`src/core/rxfwp_consts.vh`:
```
// Constants for the receive FIFO write port.
`ifndef RXFWP_CONSTS_VH
`define RXFWP_CONSTS_VH
`define RXFWP_DATA_W 128
`define RXFWP_STAT_W 45
`define RXFWP_FIFO_DEPTH 4
`define RXFWP_FIFO_AW 2
`define RXFWP_WORD_W 136
`define RXFWP_BUS32 3'b000
`define RXFWP_BUS64 3'b001
`define RXFWP_BUS128 3'b010
`define RXFWP_ST_CODE_ERR 44
`define RXFWP_ST_TOO_LONG 43
`define RXFWP_ST_TOO_SHORT 42
`define RXFWP_ST_FCS_ERR 41
`define RXFWP_ST_LEN_ERR 40
`define RXFWP_ST_SNAP 39
`define RXFWP_ST_CSUM_HI 38
`define RXFWP_ST_CSUM_LO 36
`define RXFWP_ST_TYPE_HI 35
`define RXFWP_ST_TYPE_LO 32
`define RXFWP_ST_ADDR_HI 31
`define RXFWP_ST_ADDR_LO 28
`define RXFWP_ST_EXT_HI 27
`define RXFWP_ST_EXT_LO 24
`define RXFWP_ST_UNI_HASH 23
`define RXFWP_ST_MULTI_HASH 22
`define RXFWP_ST_BCAST 21
`define RXFWP_ST_PRIO_TAG 20
`define RXFWP_ST_PRIO_HI 19
`define RXFWP_ST_PRIO_LO 16
`define RXFWP_ST_VLAN_TAG 15
`define RXFWP_ST_BAD 14
`define RXFWP_ST_LEN_HI 13
`define RXFWP_LEN_W 14
`define RXFWP_NADDR 32
`endif

```
`src/core/rxfwp_top.v`:
```
// Receive-side write port of the MAC toward an external receive FIFO.
`timescale 1ns/1ps
`include "rxfwp_consts.vh"
module rxfwp_top (
    input wire CLK_SYS,
    input wire RST_N,
    input wire RX_ENABLE,
    input wire [2:0] BUS_WIDTH,
    input wire IN_VALID,
    output reg IN_READY,
    input wire [`RXFWP_DATA_W-1:0] IN_DATA,
    input wire IN_LAST,
    input wire [3:0] IN_MOD,
    input wire IN_ERR,
    input wire IN_CODE_ERR,
    input wire IN_TOO_LONG,
    input wire IN_TOO_SHORT,
    input wire IN_FCS_ERR,
    input wire IN_LEN_ERR,
    input wire IN_SNAP,
    input wire IN_VLAN_TAGGED,
    input wire IN_VLAN_CFI,
    input wire IN_PRIO_TAGGED,
    input wire [3:0] IN_VLAN_PRIO,
    input wire [2:0] IN_CSUM_OK,
    input wire [3:0] IN_TYPE_MATCH,
    input wire [`RXFWP_NADDR-1:0] IN_ADDR_MATCH,
    input wire [3:0] EXTERNAL_MATCH_INPUT,
    input wire IN_UNI_HASH,
    input wire IN_MULTI_HASH,
    input wire IN_BROADCAST,
    input wire FIFO_OVERFLOW,
    output reg FIFO_WRITE,
    output reg [`RXFWP_DATA_W-1:0] FIFO_DATA,
    output reg FIFO_SOP,
    output reg FIFO_EOP,
    output reg [`RXFWP_STAT_W-1:0] FIFO_STATUS,
    output reg [`RXFWP_NADDR:5] ADDR_MATCH_VEC,
    output reg [3:0] FIFO_MOD,
    output reg FIFO_ERR,
    output reg FIFO_FLUSH
);
    localparam S_IDLE = 2'b00;
    localparam S_FRAME = 2'b01;
    localparam S_DROP = 2'b10;

    reg [1:0] state_reg;
    reg [1:0] state_next;
    reg [`RXFWP_LEN_W-1:0] len_reg;
    reg [`RXFWP_LEN_W-1:0] len_next;
    reg ovf_reg;
    reg err_reg;
    reg [4:0] word_bytes;
    reg [4:0] last_bytes;
    reg [`RXFWP_DATA_W-1:0] data_masked;
    reg snap_ok;
    reg [`RXFWP_STAT_W-1:0] stat_word;
    reg bad_frame;
    reg take;
    reg first;

    wire f_in_ready;
    wire f_out_valid;
    wire [`RXFWP_WORD_W-1:0] f_out_data;
    wire [`RXFWP_WORD_W-1:0] f_in_data;
    wire f_pop;

    // Widths of the word in bytes per datapath setting.
    always @* begin
        case (BUS_WIDTH)
            `RXFWP_BUS32: word_bytes = 5'd4;
            `RXFWP_BUS64: word_bytes = 5'd8;
            default: word_bytes = 5'd16;
        endcase
    end

    always @* begin
        data_masked = IN_DATA;
        case (BUS_WIDTH)
            `RXFWP_BUS32: data_masked = {96'h0, IN_DATA[31:0]};
            `RXFWP_BUS64: data_masked = {64'h0, IN_DATA[63:0]};
            default: data_masked = IN_DATA;
        endcase
    end

    always @* begin
        last_bytes = (IN_MOD == 4'h0) ? word_bytes : {1'b0, IN_MOD};
        take = IN_VALID && f_in_ready && RX_ENABLE;
        first = (state_reg == S_IDLE);
    end

    // Status vector assembly.
    always @* begin
        snap_ok = IN_SNAP && (!IN_VLAN_TAGGED || !IN_VLAN_CFI);
        bad_frame = IN_CODE_ERR || IN_TOO_LONG || IN_TOO_SHORT || IN_FCS_ERR
            || IN_LEN_ERR || ovf_reg || FIFO_OVERFLOW || err_reg || IN_ERR;
        len_next = len_reg + {9'h0, last_bytes};
        if (!IN_LAST) begin
            len_next = len_reg + {9'h0, word_bytes};
        end
        stat_word = {`RXFWP_STAT_W{1'b0}};
        stat_word[`RXFWP_ST_CODE_ERR] = IN_CODE_ERR;
        stat_word[`RXFWP_ST_TOO_LONG] = IN_TOO_LONG;
        stat_word[`RXFWP_ST_TOO_SHORT] = IN_TOO_SHORT;
        stat_word[`RXFWP_ST_FCS_ERR] = IN_FCS_ERR;
        stat_word[`RXFWP_ST_LEN_ERR] = IN_LEN_ERR;
        stat_word[`RXFWP_ST_SNAP] = snap_ok;
        stat_word[`RXFWP_ST_CSUM_HI:`RXFWP_ST_CSUM_LO] = IN_CSUM_OK;
        stat_word[`RXFWP_ST_TYPE_HI:`RXFWP_ST_TYPE_LO] = IN_TYPE_MATCH;
        stat_word[`RXFWP_ST_ADDR_HI:`RXFWP_ST_ADDR_LO] = IN_ADDR_MATCH[3:0];
        stat_word[`RXFWP_ST_EXT_HI:`RXFWP_ST_EXT_LO] = EXTERNAL_MATCH_INPUT;
        stat_word[`RXFWP_ST_UNI_HASH] = IN_UNI_HASH;
        stat_word[`RXFWP_ST_MULTI_HASH] = IN_MULTI_HASH;
        stat_word[`RXFWP_ST_BCAST] = IN_BROADCAST;
        stat_word[`RXFWP_ST_PRIO_TAG] = IN_PRIO_TAGGED;
        stat_word[`RXFWP_ST_PRIO_HI:`RXFWP_ST_PRIO_LO] = IN_VLAN_PRIO;
        stat_word[`RXFWP_ST_VLAN_TAG] = IN_VLAN_TAGGED;
        stat_word[`RXFWP_ST_BAD] = bad_frame;
        stat_word[`RXFWP_ST_LEN_HI:0] = len_next;
        if (!IN_LAST) begin
            stat_word[`RXFWP_ST_BAD] = 1'b0;
            stat_word[`RXFWP_ST_LEN_HI:0] = {`RXFWP_LEN_W{1'b0}};
        end
    end

    // Frame tracking state machine.
    always @* begin
        state_next = state_reg;
        case (state_reg)
            S_IDLE: begin
                if (take && !IN_LAST) begin
                    state_next = S_FRAME;
                end
            end
            S_FRAME: begin
                if (!RX_ENABLE) begin
                    state_next = S_DROP;
                end else if (take && IN_LAST) begin
                    state_next = S_IDLE;
                end
            end
            S_DROP: begin
                if (RX_ENABLE && !IN_VALID) begin
                    state_next = S_IDLE;
                end
            end
            default: state_next = S_IDLE;
        endcase
    end

    // Word layout, top down: status, extra matches, then data, sop, eop, mod, err.
    wire [`RXFWP_STAT_W-1:0] st_fifo;
    wire [`RXFWP_NADDR-5:0] am_fifo;
    wire [`RXFWP_DATA_W-1:0] d_fifo;
    wire sop_fifo;
    wire eop_fifo;
    wire [3:0] mod_fifo;
    wire err_fifo;
    wire [`RXFWP_STAT_W+`RXFWP_NADDR-4+`RXFWP_WORD_W-1:0] f_word_in;
    wire [`RXFWP_STAT_W+`RXFWP_NADDR-4+`RXFWP_WORD_W-1:0] f_word_out;

    assign f_in_data = {data_masked, first, IN_LAST, IN_MOD, IN_ERR || FIFO_OVERFLOW,
        1'b0};
    assign f_word_in = {stat_word, IN_ADDR_MATCH[`RXFWP_NADDR-1:4], f_in_data};
    assign st_fifo = f_word_out[208:164];
    assign am_fifo = f_word_out[163:136];
    assign d_fifo = f_word_out[135:8];
    assign sop_fifo = f_word_out[7];
    assign eop_fifo = f_word_out[6];
    assign mod_fifo = f_word_out[5:2];
    assign err_fifo = f_word_out[1];
    assign f_pop = f_out_valid;

    rxfwp_fifo #(
        .WIDTH(`RXFWP_STAT_W+`RXFWP_NADDR-4+`RXFWP_WORD_W),
        .DEPTH(`RXFWP_FIFO_DEPTH),
        .AW(`RXFWP_FIFO_AW)
    ) u_fifo (
        .clk(CLK_SYS),
        .rst_n(RST_N),
        .clear(!RX_ENABLE),
        .in_valid(take),
        .in_ready(f_in_ready),
        .in_data(f_word_in),
        .out_valid(f_out_valid),
        .out_ready(f_pop),
        .out_data(f_word_out)
    );

    // Bookkeeping registers; the system resets this domain synchronously here.
    always @(posedge CLK_SYS) begin
        if (!RST_N) begin
            state_reg <= S_IDLE;
        end else begin
            state_reg <= state_next;
        end
    end

    always @(posedge CLK_SYS) begin
        if (!RST_N) begin
            IN_READY <= 1'b0;
        end else begin
            IN_READY <= f_in_ready && RX_ENABLE;
        end
    end

    always @(posedge CLK_SYS) begin
        if (!RST_N) begin
            len_reg <= {`RXFWP_LEN_W{1'b0}};
        end else if ((take && IN_LAST) || state_reg == S_DROP) begin
            len_reg <= {`RXFWP_LEN_W{1'b0}};
        end else if (take) begin
            len_reg <= len_next;
        end
    end

    always @(posedge CLK_SYS) begin
        if (!RST_N) begin
            ovf_reg <= 1'b0;
        end else if ((take && IN_LAST) || state_reg == S_DROP) begin
            ovf_reg <= 1'b0;
        end else if (FIFO_OVERFLOW && state_reg == S_FRAME) begin
            ovf_reg <= 1'b1;
        end
    end

    always @(posedge CLK_SYS) begin
        if (!RST_N) begin
            err_reg <= 1'b0;
        end else if ((take && IN_LAST) || state_reg == S_DROP) begin
            err_reg <= 1'b0;
        end else if (take) begin
            err_reg <= err_reg || IN_ERR;
        end
    end

    // Output stage toward the external FIFO.
    always @(posedge CLK_SYS) begin
        if (!RST_N) begin
            FIFO_FLUSH <= 1'b0;
        end else begin
            FIFO_FLUSH <= !RX_ENABLE;
        end
    end

    always @(posedge CLK_SYS) begin
        if (!RST_N) begin
            FIFO_WRITE <= 1'b0;
        end else begin
            FIFO_WRITE <= f_pop && RX_ENABLE;
        end
    end

    always @(posedge CLK_SYS) begin
        if (!RST_N) begin
            FIFO_DATA <= {`RXFWP_DATA_W{1'b0}};
        end else begin
            FIFO_DATA <= d_fifo;
        end
    end

    always @(posedge CLK_SYS) begin
        if (!RST_N) begin
            FIFO_SOP <= 1'b0;
        end else begin
            FIFO_SOP <= sop_fifo && f_pop && RX_ENABLE;
        end
    end

    always @(posedge CLK_SYS) begin
        if (!RST_N) begin
            FIFO_EOP <= 1'b0;
        end else begin
            FIFO_EOP <= eop_fifo && f_pop && RX_ENABLE;
        end
    end

    always @(posedge CLK_SYS) begin
        if (!RST_N) begin
            FIFO_STATUS <= {`RXFWP_STAT_W{1'b0}};
        end else begin
            FIFO_STATUS <= st_fifo;
        end
    end

    always @(posedge CLK_SYS) begin
        if (!RST_N) begin
            ADDR_MATCH_VEC <= {(`RXFWP_NADDR-4){1'b0}};
        end else begin
            ADDR_MATCH_VEC <= eop_fifo ? am_fifo : {(`RXFWP_NADDR-4){1'b0}};
        end
    end

    always @(posedge CLK_SYS) begin
        if (!RST_N) begin
            FIFO_MOD <= 4'h0;
        end else begin
            FIFO_MOD <= eop_fifo ? mod_fifo : 4'h0;
        end
    end

    always @(posedge CLK_SYS) begin
        if (!RST_N) begin
            FIFO_ERR <= 1'b0;
        end else begin
            FIFO_ERR <= err_fifo && f_pop;
        end
    end
endmodule

```
`src/core/rxfwp_fifo.v`:
```
// Small synchronous FIFO with valid and ready on both sides.
`timescale 1ns/1ps
module rxfwp_fifo #(
    parameter WIDTH = 8,
    parameter DEPTH = 4,
    parameter AW = 2
) (
    input wire clk,
    input wire rst_n,
    input wire clear,
    input wire in_valid,
    output wire in_ready,
    input wire [WIDTH-1:0] in_data,
    output wire out_valid,
    input wire out_ready,
    output wire [WIDTH-1:0] out_data
);
    reg [WIDTH-1:0] mem [0:DEPTH-1];
    reg [AW-1:0] wr_ptr_reg;
    reg [AW-1:0] rd_ptr_reg;
    reg [AW:0] count_reg;
    wire push;
    wire pop;

    assign in_ready = (count_reg != DEPTH[AW:0]);
    assign out_valid = (count_reg != {(AW+1){1'b0}});
    assign out_data = mem[rd_ptr_reg];
    assign push = in_valid && in_ready;
    assign pop = out_valid && out_ready;

    always @(posedge clk) begin
        if (push) begin
            mem[wr_ptr_reg] <= in_data;
        end
    end

    always @(posedge clk) begin
        if (!rst_n || clear) begin
            wr_ptr_reg <= {AW{1'b0}};
            rd_ptr_reg <= {AW{1'b0}};
            count_reg <= {(AW+1){1'b0}};
        end else begin
            if (push) begin
                wr_ptr_reg <= wr_ptr_reg + 1'b1;
            end
            if (pop) begin
                rd_ptr_reg <= rd_ptr_reg + 1'b1;
            end
            if (push && !pop) begin
                count_reg <= count_reg + 1'b1;
            end else if (pop && !push) begin
                count_reg <= count_reg - 1'b1;
            end
        end
    end
endmodule

```
`config.mk`:
```
export PLATFORM = sky130hd
export DESIGN_NAME = rxfwp_top
export DESIGN_NICKNAME = d
export VERILOG_FILES = /design/src/core/rxfwp_top.v /design/src/core/rxfwp_fifo.v
export VERILOG_INCLUDE_DIRS = /design/src /design/src/core
export SDC_FILE = /design/constraint.sdc
export NUM_CORES = 1
export LEC_CHECK = 0
export ABC_AREA = 1
export BUFFER_PORTS_ARGS = -buffer_cell sky130_fd_sc_hd__buf_2
export CAP_MARGIN = 25
export CORE_MARGIN = 8
export CORE_UTILIZATION = 35
export DETAILED_ROUTE_END_ITERATION = 10
export REMOVE_ABC_BUFFERS = 1
export SLEW_MARGIN = 20
export SYNTH_ARGS = -nofsm -noshare
export SYNTH_HDL_FRONTEND = slang
export SYNTH_SLANG_ARGS = --single-unit
```
`constraint.sdc`:
```
create_clock -name CLK_SYS -period 29.1 [get_ports CLK_SYS]
set_input_delay 5.82 -clock CLK_SYS [delete_from_list [all_inputs] [get_ports CLK_SYS]]
set_output_delay 5.82 -clock CLK_SYS [all_outputs]
set_load 0.01 [all_outputs]
```
==> results.txt, run 1 <==
----------------------------------------------------
[Final layout]
  Fraction of layout cells with a size suffix above 1 ... between 10% and 20%
  Most used cells in the layout excluding fill and tap cells ... 961 x nor2_1, 832 x edfxtp_1, 411 x buf_2
  Number of nets in the finished design ... about 3800
  Largest regs ... u_fifo.mem x832, FIFO_DATA x128, FIFO_STATUS x45
  Final-layout fill cell count ... slightly above 10000
  Number of flip-flops in the largest register ... 832
  Register with the highest flop count ... u_fifo.mem
  Area growth syn-to-layout ... 18.4%
  Post-route insts no fill ... 5137
  Total area of multi-input combinational cells ... just under 8000 um2
  Area occupied by registers ... between 20000 and 30000 um2
  Leading cell type in the layout, fill and taps excluded ... nor2_1

[Timing]
  Fraction of the cycle the final worst path needs ... 31.3%
  Hold slack ... about 0.46 ns
  Highest clock rate ... between 100 and 150 MHz
  Measured slew at the worst slew-check pin ... 1.06 ns
  Accumulated negative setup slack ... 0 ns
  Max Clock Skew ... 0.0298 ns
  RSZ-0062 raised after global routing ... no
  Count of pins over their slew limit ... 0
  Setup violations, final ... 0
  Min Tclk post-route ... between 9 and 10 ns
  Rel. slew slack ... between 20 and 30%
  Number of hold violations in the final report ... 0

[Clock tree]
  CTS Buffer Depth ... 3
  CTS sink cnt ... 1070
  Clock Latency Late Sink ... 0.69 ns
  # hold bufs at CTS ... 0
  Total clock buffers created by CTS ... 110
  Root buffer selected by CTS ... clkbuf_16
  CTS tree ... built
  CTS-repair resized insts ... 0
  Number of H-tree levels ... 3
  Worst-path clk slew ... roughly 0.060 ns
  # Post-CTS Setup Buffers ... 0

[Drt]
  Wire length on met3 ... about 5.7 mm
  DRC violation total after the first TritonRoute iteration ... roughly 1600
  Detailed-route vias per instance ... between 4 and 5
  Metal1 wirelength ... 40.9 mm
  Sum of routed wire length over all layers ... roughly 94 mm
  Via count of the routed design ... ~24000
  Uppermost layer routed ... met4
  First-pass iteration count of the detailed router ... 5
  Average detailed-routed wire length per instance ... about 18 um
  Remaining DRCs ... 0
  Remaining antenna violation count after routing ... 0
  Met2 wire length ... about 45 mm

[Global route]
  Number of global-route vias before repair ... between 20000 and 25000
  Antenna violations before repair ... 4
  Global router's overall resource usage ... 14.8%
  Largest net degree at the start of global routing ... 199
  Overflow left after global routing ... 0
  Global-route wire length before repair ... 141 mm

[Yosys]
  Mapped Area ... between 30000 and 40000 um2
  Share of synthesized flip-flops with an asynchronous set or reset ... 0%
  Number of synthesized flops with an enable pin ... between 800 and 900
  Post-synth cell types ... 34
  Mean Syn Cell Area ... about 12 um2
  Sequential share of the synthesized area ... around three quarters
  Count of mapped cells out of synthesis ... about 3200
  Dominant register cell in the synthesized netlist ... edfxtp_1
  Total of warnings raised by yosys ... 0
  Number of synthesized register bits ... 1070

[Critical path]
  Crit path capture type ... register
  R2r startpoint ... u_fifo.count_reg[0]
  Path depth of the worst reg2reg path ... 6
  Endpoint of the worst setup timing path ... u_fifo.mem[1][93]
  R2R Setup Slk ... about 25 ns
  Nature of the critical path startpoint ... input port
  Type of the worst setup path ... in2reg
  Crit-path max FO ... 127
  Worst r2r dst ... u_fifo.mem[1][93]
  Launch point of the worst path ... RX_ENABLE
  Arrival time at the worst endpoint ... about 9.4 ns
  Worst Path Required ... approximately 30 ns

[Power]
  Pwr Density ... between 70 and 80 nW/um2
  Internal Power ... between 0.002 and 0.003 W
  Switching power ... 0.000857 W
  Maximum vdd drop ... 43.1 uV
  Logic pwr share ... 10.1%
  Part of the power in registers ... roughly 50%
  Share of power burned in the clock network ... around 40%
  Cell leakage power ... around 17 nW
  Switching share of power ... ~24%

[Status]
  Status ... finished, final reports clean

[Die]
  Num ports ... 412
  Floorplan die height ... between 300 and 400 um
  Initial core utilization ... 35.2%
  Die area ... roughly 120000 um2
  Die X-Extent ... 349 um
  Core Rows ... ~120
  Placeable core area ... 111000 um2

[Place]
  Port buffer count ... approximately 410
  Weighted congestion reported at the end of routability-driven placement ... 0.782
  Detailed placement HPWL ... 54.2 mm
  Cells after DPL ... between 4000 and 5000

[Run]
  Number of max-cap violations ... 0

[Min path]
  Worst hold-check path type ... reg2reg
  Worst Hold Depth ... 2

----------------------------------------------------
## worst min-delay path by stage
stage	startpoint	endpoint	slack, ns
after floorplan	ovf_reg	ovf_reg	0.43
after global placement	err_reg	err_reg	0.45
after detailed placement	err_reg	err_reg	0.45
after CTS	err_reg	err_reg	0.46
after global routing	err_reg	err_reg	0.48
final	err_reg	err_reg	0.46
## per-layer routing
layer  vias up  track usage, %
li1      11652               -
met1     11400            19.3
met2       668            24.9
met3       138            2.99
met4         0            4.45
met5         -               0
## power by group through the flow
stage	combinational, W	sequential, W	clock (W)
after detailed placement	0.000363	0.00179	0
after CTS	0.000365	0.00176	0.00145
final	0.000358	0.00176	0.00142
after global routing	0.000403	0.00177	0.00151
after floorplan	0.000197	0.00183	0
after global placement	0.000359	0.00179	0
## layout make-up
type	instances	share of cell area [%]
sequential	1070	64.6
multi-input combinational	1772	16.8
clock buffer	156	7.00
timing repair buffer	440	5.13
tap	1488	4.04
inverter	156	1.31
clock inverter	54	1.09
antenna	1	0.00543
## worst max-delay path, stage by stage
cell and delay [ns]:
buf_2 0.13, nand3_1 0.68, nor2_4 0.99, buf_12 0.69, buf_4 0.83
## synth_stat cells, types with 2 or more instances
master	count	area share, %
nand4_1	2	0.032
nand2_1	86	0.83
dfxtp_1	238	12
a21oi_1	230	3.0
buf_2	39	0.50
clkbuf_2	2	0.026
nand3_1	39	0.50
fa_1	2	0.10
edfxtp_1	832	64
ha_1	10	0.32
nand3_2	2	0.051
o21ai_0	329	4.2
buf_1	17	0.16
o21ai_1	87	1.1
buf_4	38	0.73
nor3_1	5	0.064
clkbuf_1	78	0.75
nor2_1	966	9.3
inv_2	2	0.019
xor2_1	3	0.068
inv_1	153	1.5
## kinds of logic after synthesis
logic type | synth area share (%)
xor gates and xnor gates | 0.0901
buffers and inverters | 3.71
adders and majority gates | 0.425
and+or+nand+nor | 10.9
AOI/OAI and AO/OA | 8.43
DFF | 76.5
## stage by stage
stage          setup slack [ns]  utilization, %  total power (W)  instance area, um2
4_1_cts                   19.96            41.6          0.00357               46000
5_1_grt                   19.73            41.7          0.00368               46100
3_3_place_gp              19.26            38.3          0.00215               42300
2_1_floorplan             13.37               -          0.00203               38000
3_5_place_dp              19.21            38.3          0.00215               42300
6_report                  20.00            41.7          0.00353               46100
Note: power is estimated with default switching activity, not from simulation.
==> run 2, diff against run 1 <==
Clock period 29.1 ns to 7.38 ns, I/O delays scaled along.
==> run 2 against run 1 <==
Effect of this change: worst hold slack better by 0.0033 ns; critical path depth increased by 2; combinational power rose to 4.0 times the previous value; routed wire length up 1.5%; flip-flop and latch count is the same; via count rose by 1.3%; final cell count grew 0.14%; design area grew 0.36%; die area unchanged; sequential power rose to 3.9 times the previous value; critical path type is now reg2reg; largest cell class unchanged; largest power group unchanged.
==> results.txt, run 2 (synthesis results as in run 1) <==
----------------------------------------------------
[Clock tree]
  Worst-path clk slew ... 0.06 ns (about the same)
  CTS Buffer Depth ... 3 (unchanged)
  Clock Latency Late Sink ... 0.70 ns (about the same)
  Number of H-tree levels ... 3 (unchanged)
  CTS-repair resized insts ... 0 (unchanged)
  CTS tree ... built
  CTS sink cnt ... 1070 (unchanged)
  Total clock buffers created by CTS ... 114 (+3.6%)
  Root buffer selected by CTS ... clkbuf_16
  # hold bufs at CTS ... 0 (unchanged)
  # Post-CTS Setup Buffers ... 0 (unchanged)

[Global route]
  Number of global-route vias before repair ... 24381 (+4.4%)
  Global router's overall resource usage ... 15.2% (+0.40 points)
  Largest net degree at the start of global routing ... 144 (-28%)
  Global-route wire length before repair ... 145 mm (+2.9%)
  Antenna violations before repair ... 3 (-1)
  Overflow left after global routing ... 0 (unchanged)

[Critical path]
  Endpoint of the worst setup timing path ... FIFO_DATA[22]
  Worst r2r dst ... FIFO_DATA[22]
  Crit path capture type ... register
  Type of the worst setup path ... reg2reg
  Worst Path Required ... 7.98 ns (-21.40 ns)
  Path depth of the worst reg2reg path ... 7 (+1)
  Arrival time at the worst endpoint ... 4.45 ns (-4.94 ns)
  Crit-path max FO ... 81 (-36%)
  Nature of the critical path startpoint ... register
  R2R Setup Slk ... 3.54 ns (-21.16 ns)

[Min path]
  Worst hold-check path type ... reg2reg
  Worst Hold Depth ... 2 (unchanged)

[Drt]
  Sum of routed wire length over all layers ... 95.3 mm (+1.5%)
  Remaining DRCs ... 0 (unchanged)
  Detailed-route vias per instance ... 4.70 (+1.2%)
  DRC violation total after the first TritonRoute iteration ... 1784 (+11%)
  Via count of the routed design ... 24180 (+1.3%)
  First-pass iteration count of the detailed router ... 5 (unchanged)
  Average detailed-routed wire length per instance ... 18.5 um (+1.4%)
  Remaining antenna violation count after routing ... 0 (unchanged)

[Final layout]
  Number of nets in the finished design ... 3767 (+0.11%)
  Leading cell type in the layout, fill and taps excluded ... nor2_1
  Largest regs ... u_fifo.mem x832, FIFO_DATA x128, FIFO_STATUS x45
  Final core utilization ... 41.8% (+0.15 points)
  Register with the highest flop count ... u_fifo.mem
  Fraction of layout cells with a size suffix above 1 ... 17.3% (-0.038 points)
  Ant. Diodes ... 0 (-1)
  Area growth syn-to-layout ... 18.8%
  Number of flip-flops in the largest register ... 832 (unchanged)
  Most used cells in the layout excluding fill and tap cells ... 961 x nor2_1, 832 x edfxtp_1, 411 x buf_2

[Run]
  Number of max-cap violations ... 0 (unchanged)

[Die]
  Core Rows ... 122 (unchanged)
  Num ports ... 412 (unchanged)
  Placeable core area ... 111000 um2 (unchanged)
  Die X-Extent ... 349 um (unchanged)
  Initial core utilization ... 35.2% (unchanged)
  Floorplan die height ... 349 um (unchanged)
  Die area ... 122000 um2 (unchanged)

[Power]
  Switching power ... 0.00348 W (+310%)
  Part of the power in registers ... 49.2% (-0.6 points)
  Maximum vdd drop ... 193 uV (+350%)
  Logic pwr share ... 10.1% (about the same)
  Cell leakage power ... 17.3 nW (+0.46%)
  Switching share of power ... 24.7% (+0.41 points)
  Internal Power ... 0.0106 W (+300%)
  Share of power burned in the clock network ... 40.8% (+0.7 points)
  Pwr Density ... 305 nW/um2 (+300%)

[Timing]
  Measured slew at the worst slew-check pin ... 1.06 ns (-0.00829 ns)
  Fraction of the cycle the final worst path needs ... ~52%
  Accumulated negative setup slack ... 0 ns (unchanged)
  Number of hold violations in the final report ... 0 (unchanged)
  Min Tclk post-route ... about 3.8 ns
  RSZ-0062 raised after global routing ... no
  Hold slack ... 0.460 ns (+0.00325 ns)
  Setup violations, final ... 0 (unchanged)
  Highest clock rate ... between 200 and 300 MHz
  Max Clock Skew ... 0.0188 ns (-0.0110 ns)
  Rel. slew slack ... 29.6% (+0.55 points)
  Count of pins over their slew limit ... 0 (unchanged)

[Place]
  Port buffer count ... 411 (unchanged)
  Detailed placement HPWL ... 52.9 mm (-2.3%)
  Weighted congestion reported at the end of routability-driven placement ... 0.791 (+1.1%)

[Status]
  Status ... finished, final reports clean

----------------------------------------------------
==> run 2: changes by cell type in the layout (fill, tap and decap cells not counted), sizes merged <==
cell / delta
clkinvlp: -7
clkinv: -2
clkbuf: +10
diode: -1
inv: +7
==> run 2: stage by stage <==
step | cell area, um2 | std cells | worst slack [ns] | power (W)
after floorplan | 38000 | 2998 | -8.35 | 0.00801
after global placement | 42300 | 4924 | 2.94 | 0.00848
after detailed placement | 42300 | 4925 | 2.92 | 0.00850
after CTS | 46200 | 5143 | 3.54 | 0.0143
after global routing | 46200 | 5144 | 3.30 | 0.0147
final | 46200 | 5144 | 3.54 | 0.0141
==> run 2: cell type report <==
class | count | area, um2
fill | 10279 | 64300
sequential | 1070 | 29800
multi-input combinational | 1772 | 7750
clock buffer | 166 | 3290
timing repair buffer | 440 | 2390
tap | 1488 | 1860
inverter | 156 | 606
clock inverter | 52 | 574
==> run 2: how the worst min path moves through the flow <==
stage	start	endpoint	slack (ns)
floorplan	ovf_reg	ovf_reg	0.43
global placement	len_reg[0]	len_reg[0]	0.45
detailed placement	err_reg	err_reg	0.46
CTS	err_reg	err_reg	0.47
global route	err_reg	err_reg	0.50
finish	err_reg	err_reg	0.46
==> run 2: critical path, stage by stage, from the launching register on <==
cell	delay, ns
dfxtp_4	0.73
buf_4	0.68
buf_4	0.76
buf_4	0.86
nor2_1	0.11
nor2_1	0.13
o21ai_0	0.11
a21oi_1	0.20
==> run 2: layer usage <==
layer / wire, um / vias to the layer above / track usage, % / share of wire [%]
li1: - / 11664 / - / -
met1: 40700 / 11687 / 19.7 / 43
met5: 0 / - / 0 / 0
met3: 6120 / 144 / 3.13 / 6.4
met2: 46600 / 685 / 25.7 / 49
met4: 1940 / 0 / 4.38 / 2.0
==> run 2: power by group through the flow <==
stage          logic, W  clock network, W  registers (W)
2_1_floorplan  0.000775                 0        0.00723
3_3_place_gp    0.00142                 0        0.00706
3_5_place_dp    0.00144                 0        0.00706
4_1_cts         0.00145           0.00591        0.00694
5_1_grt         0.00161           0.00614        0.00696
6_report        0.00142           0.00575        0.00693
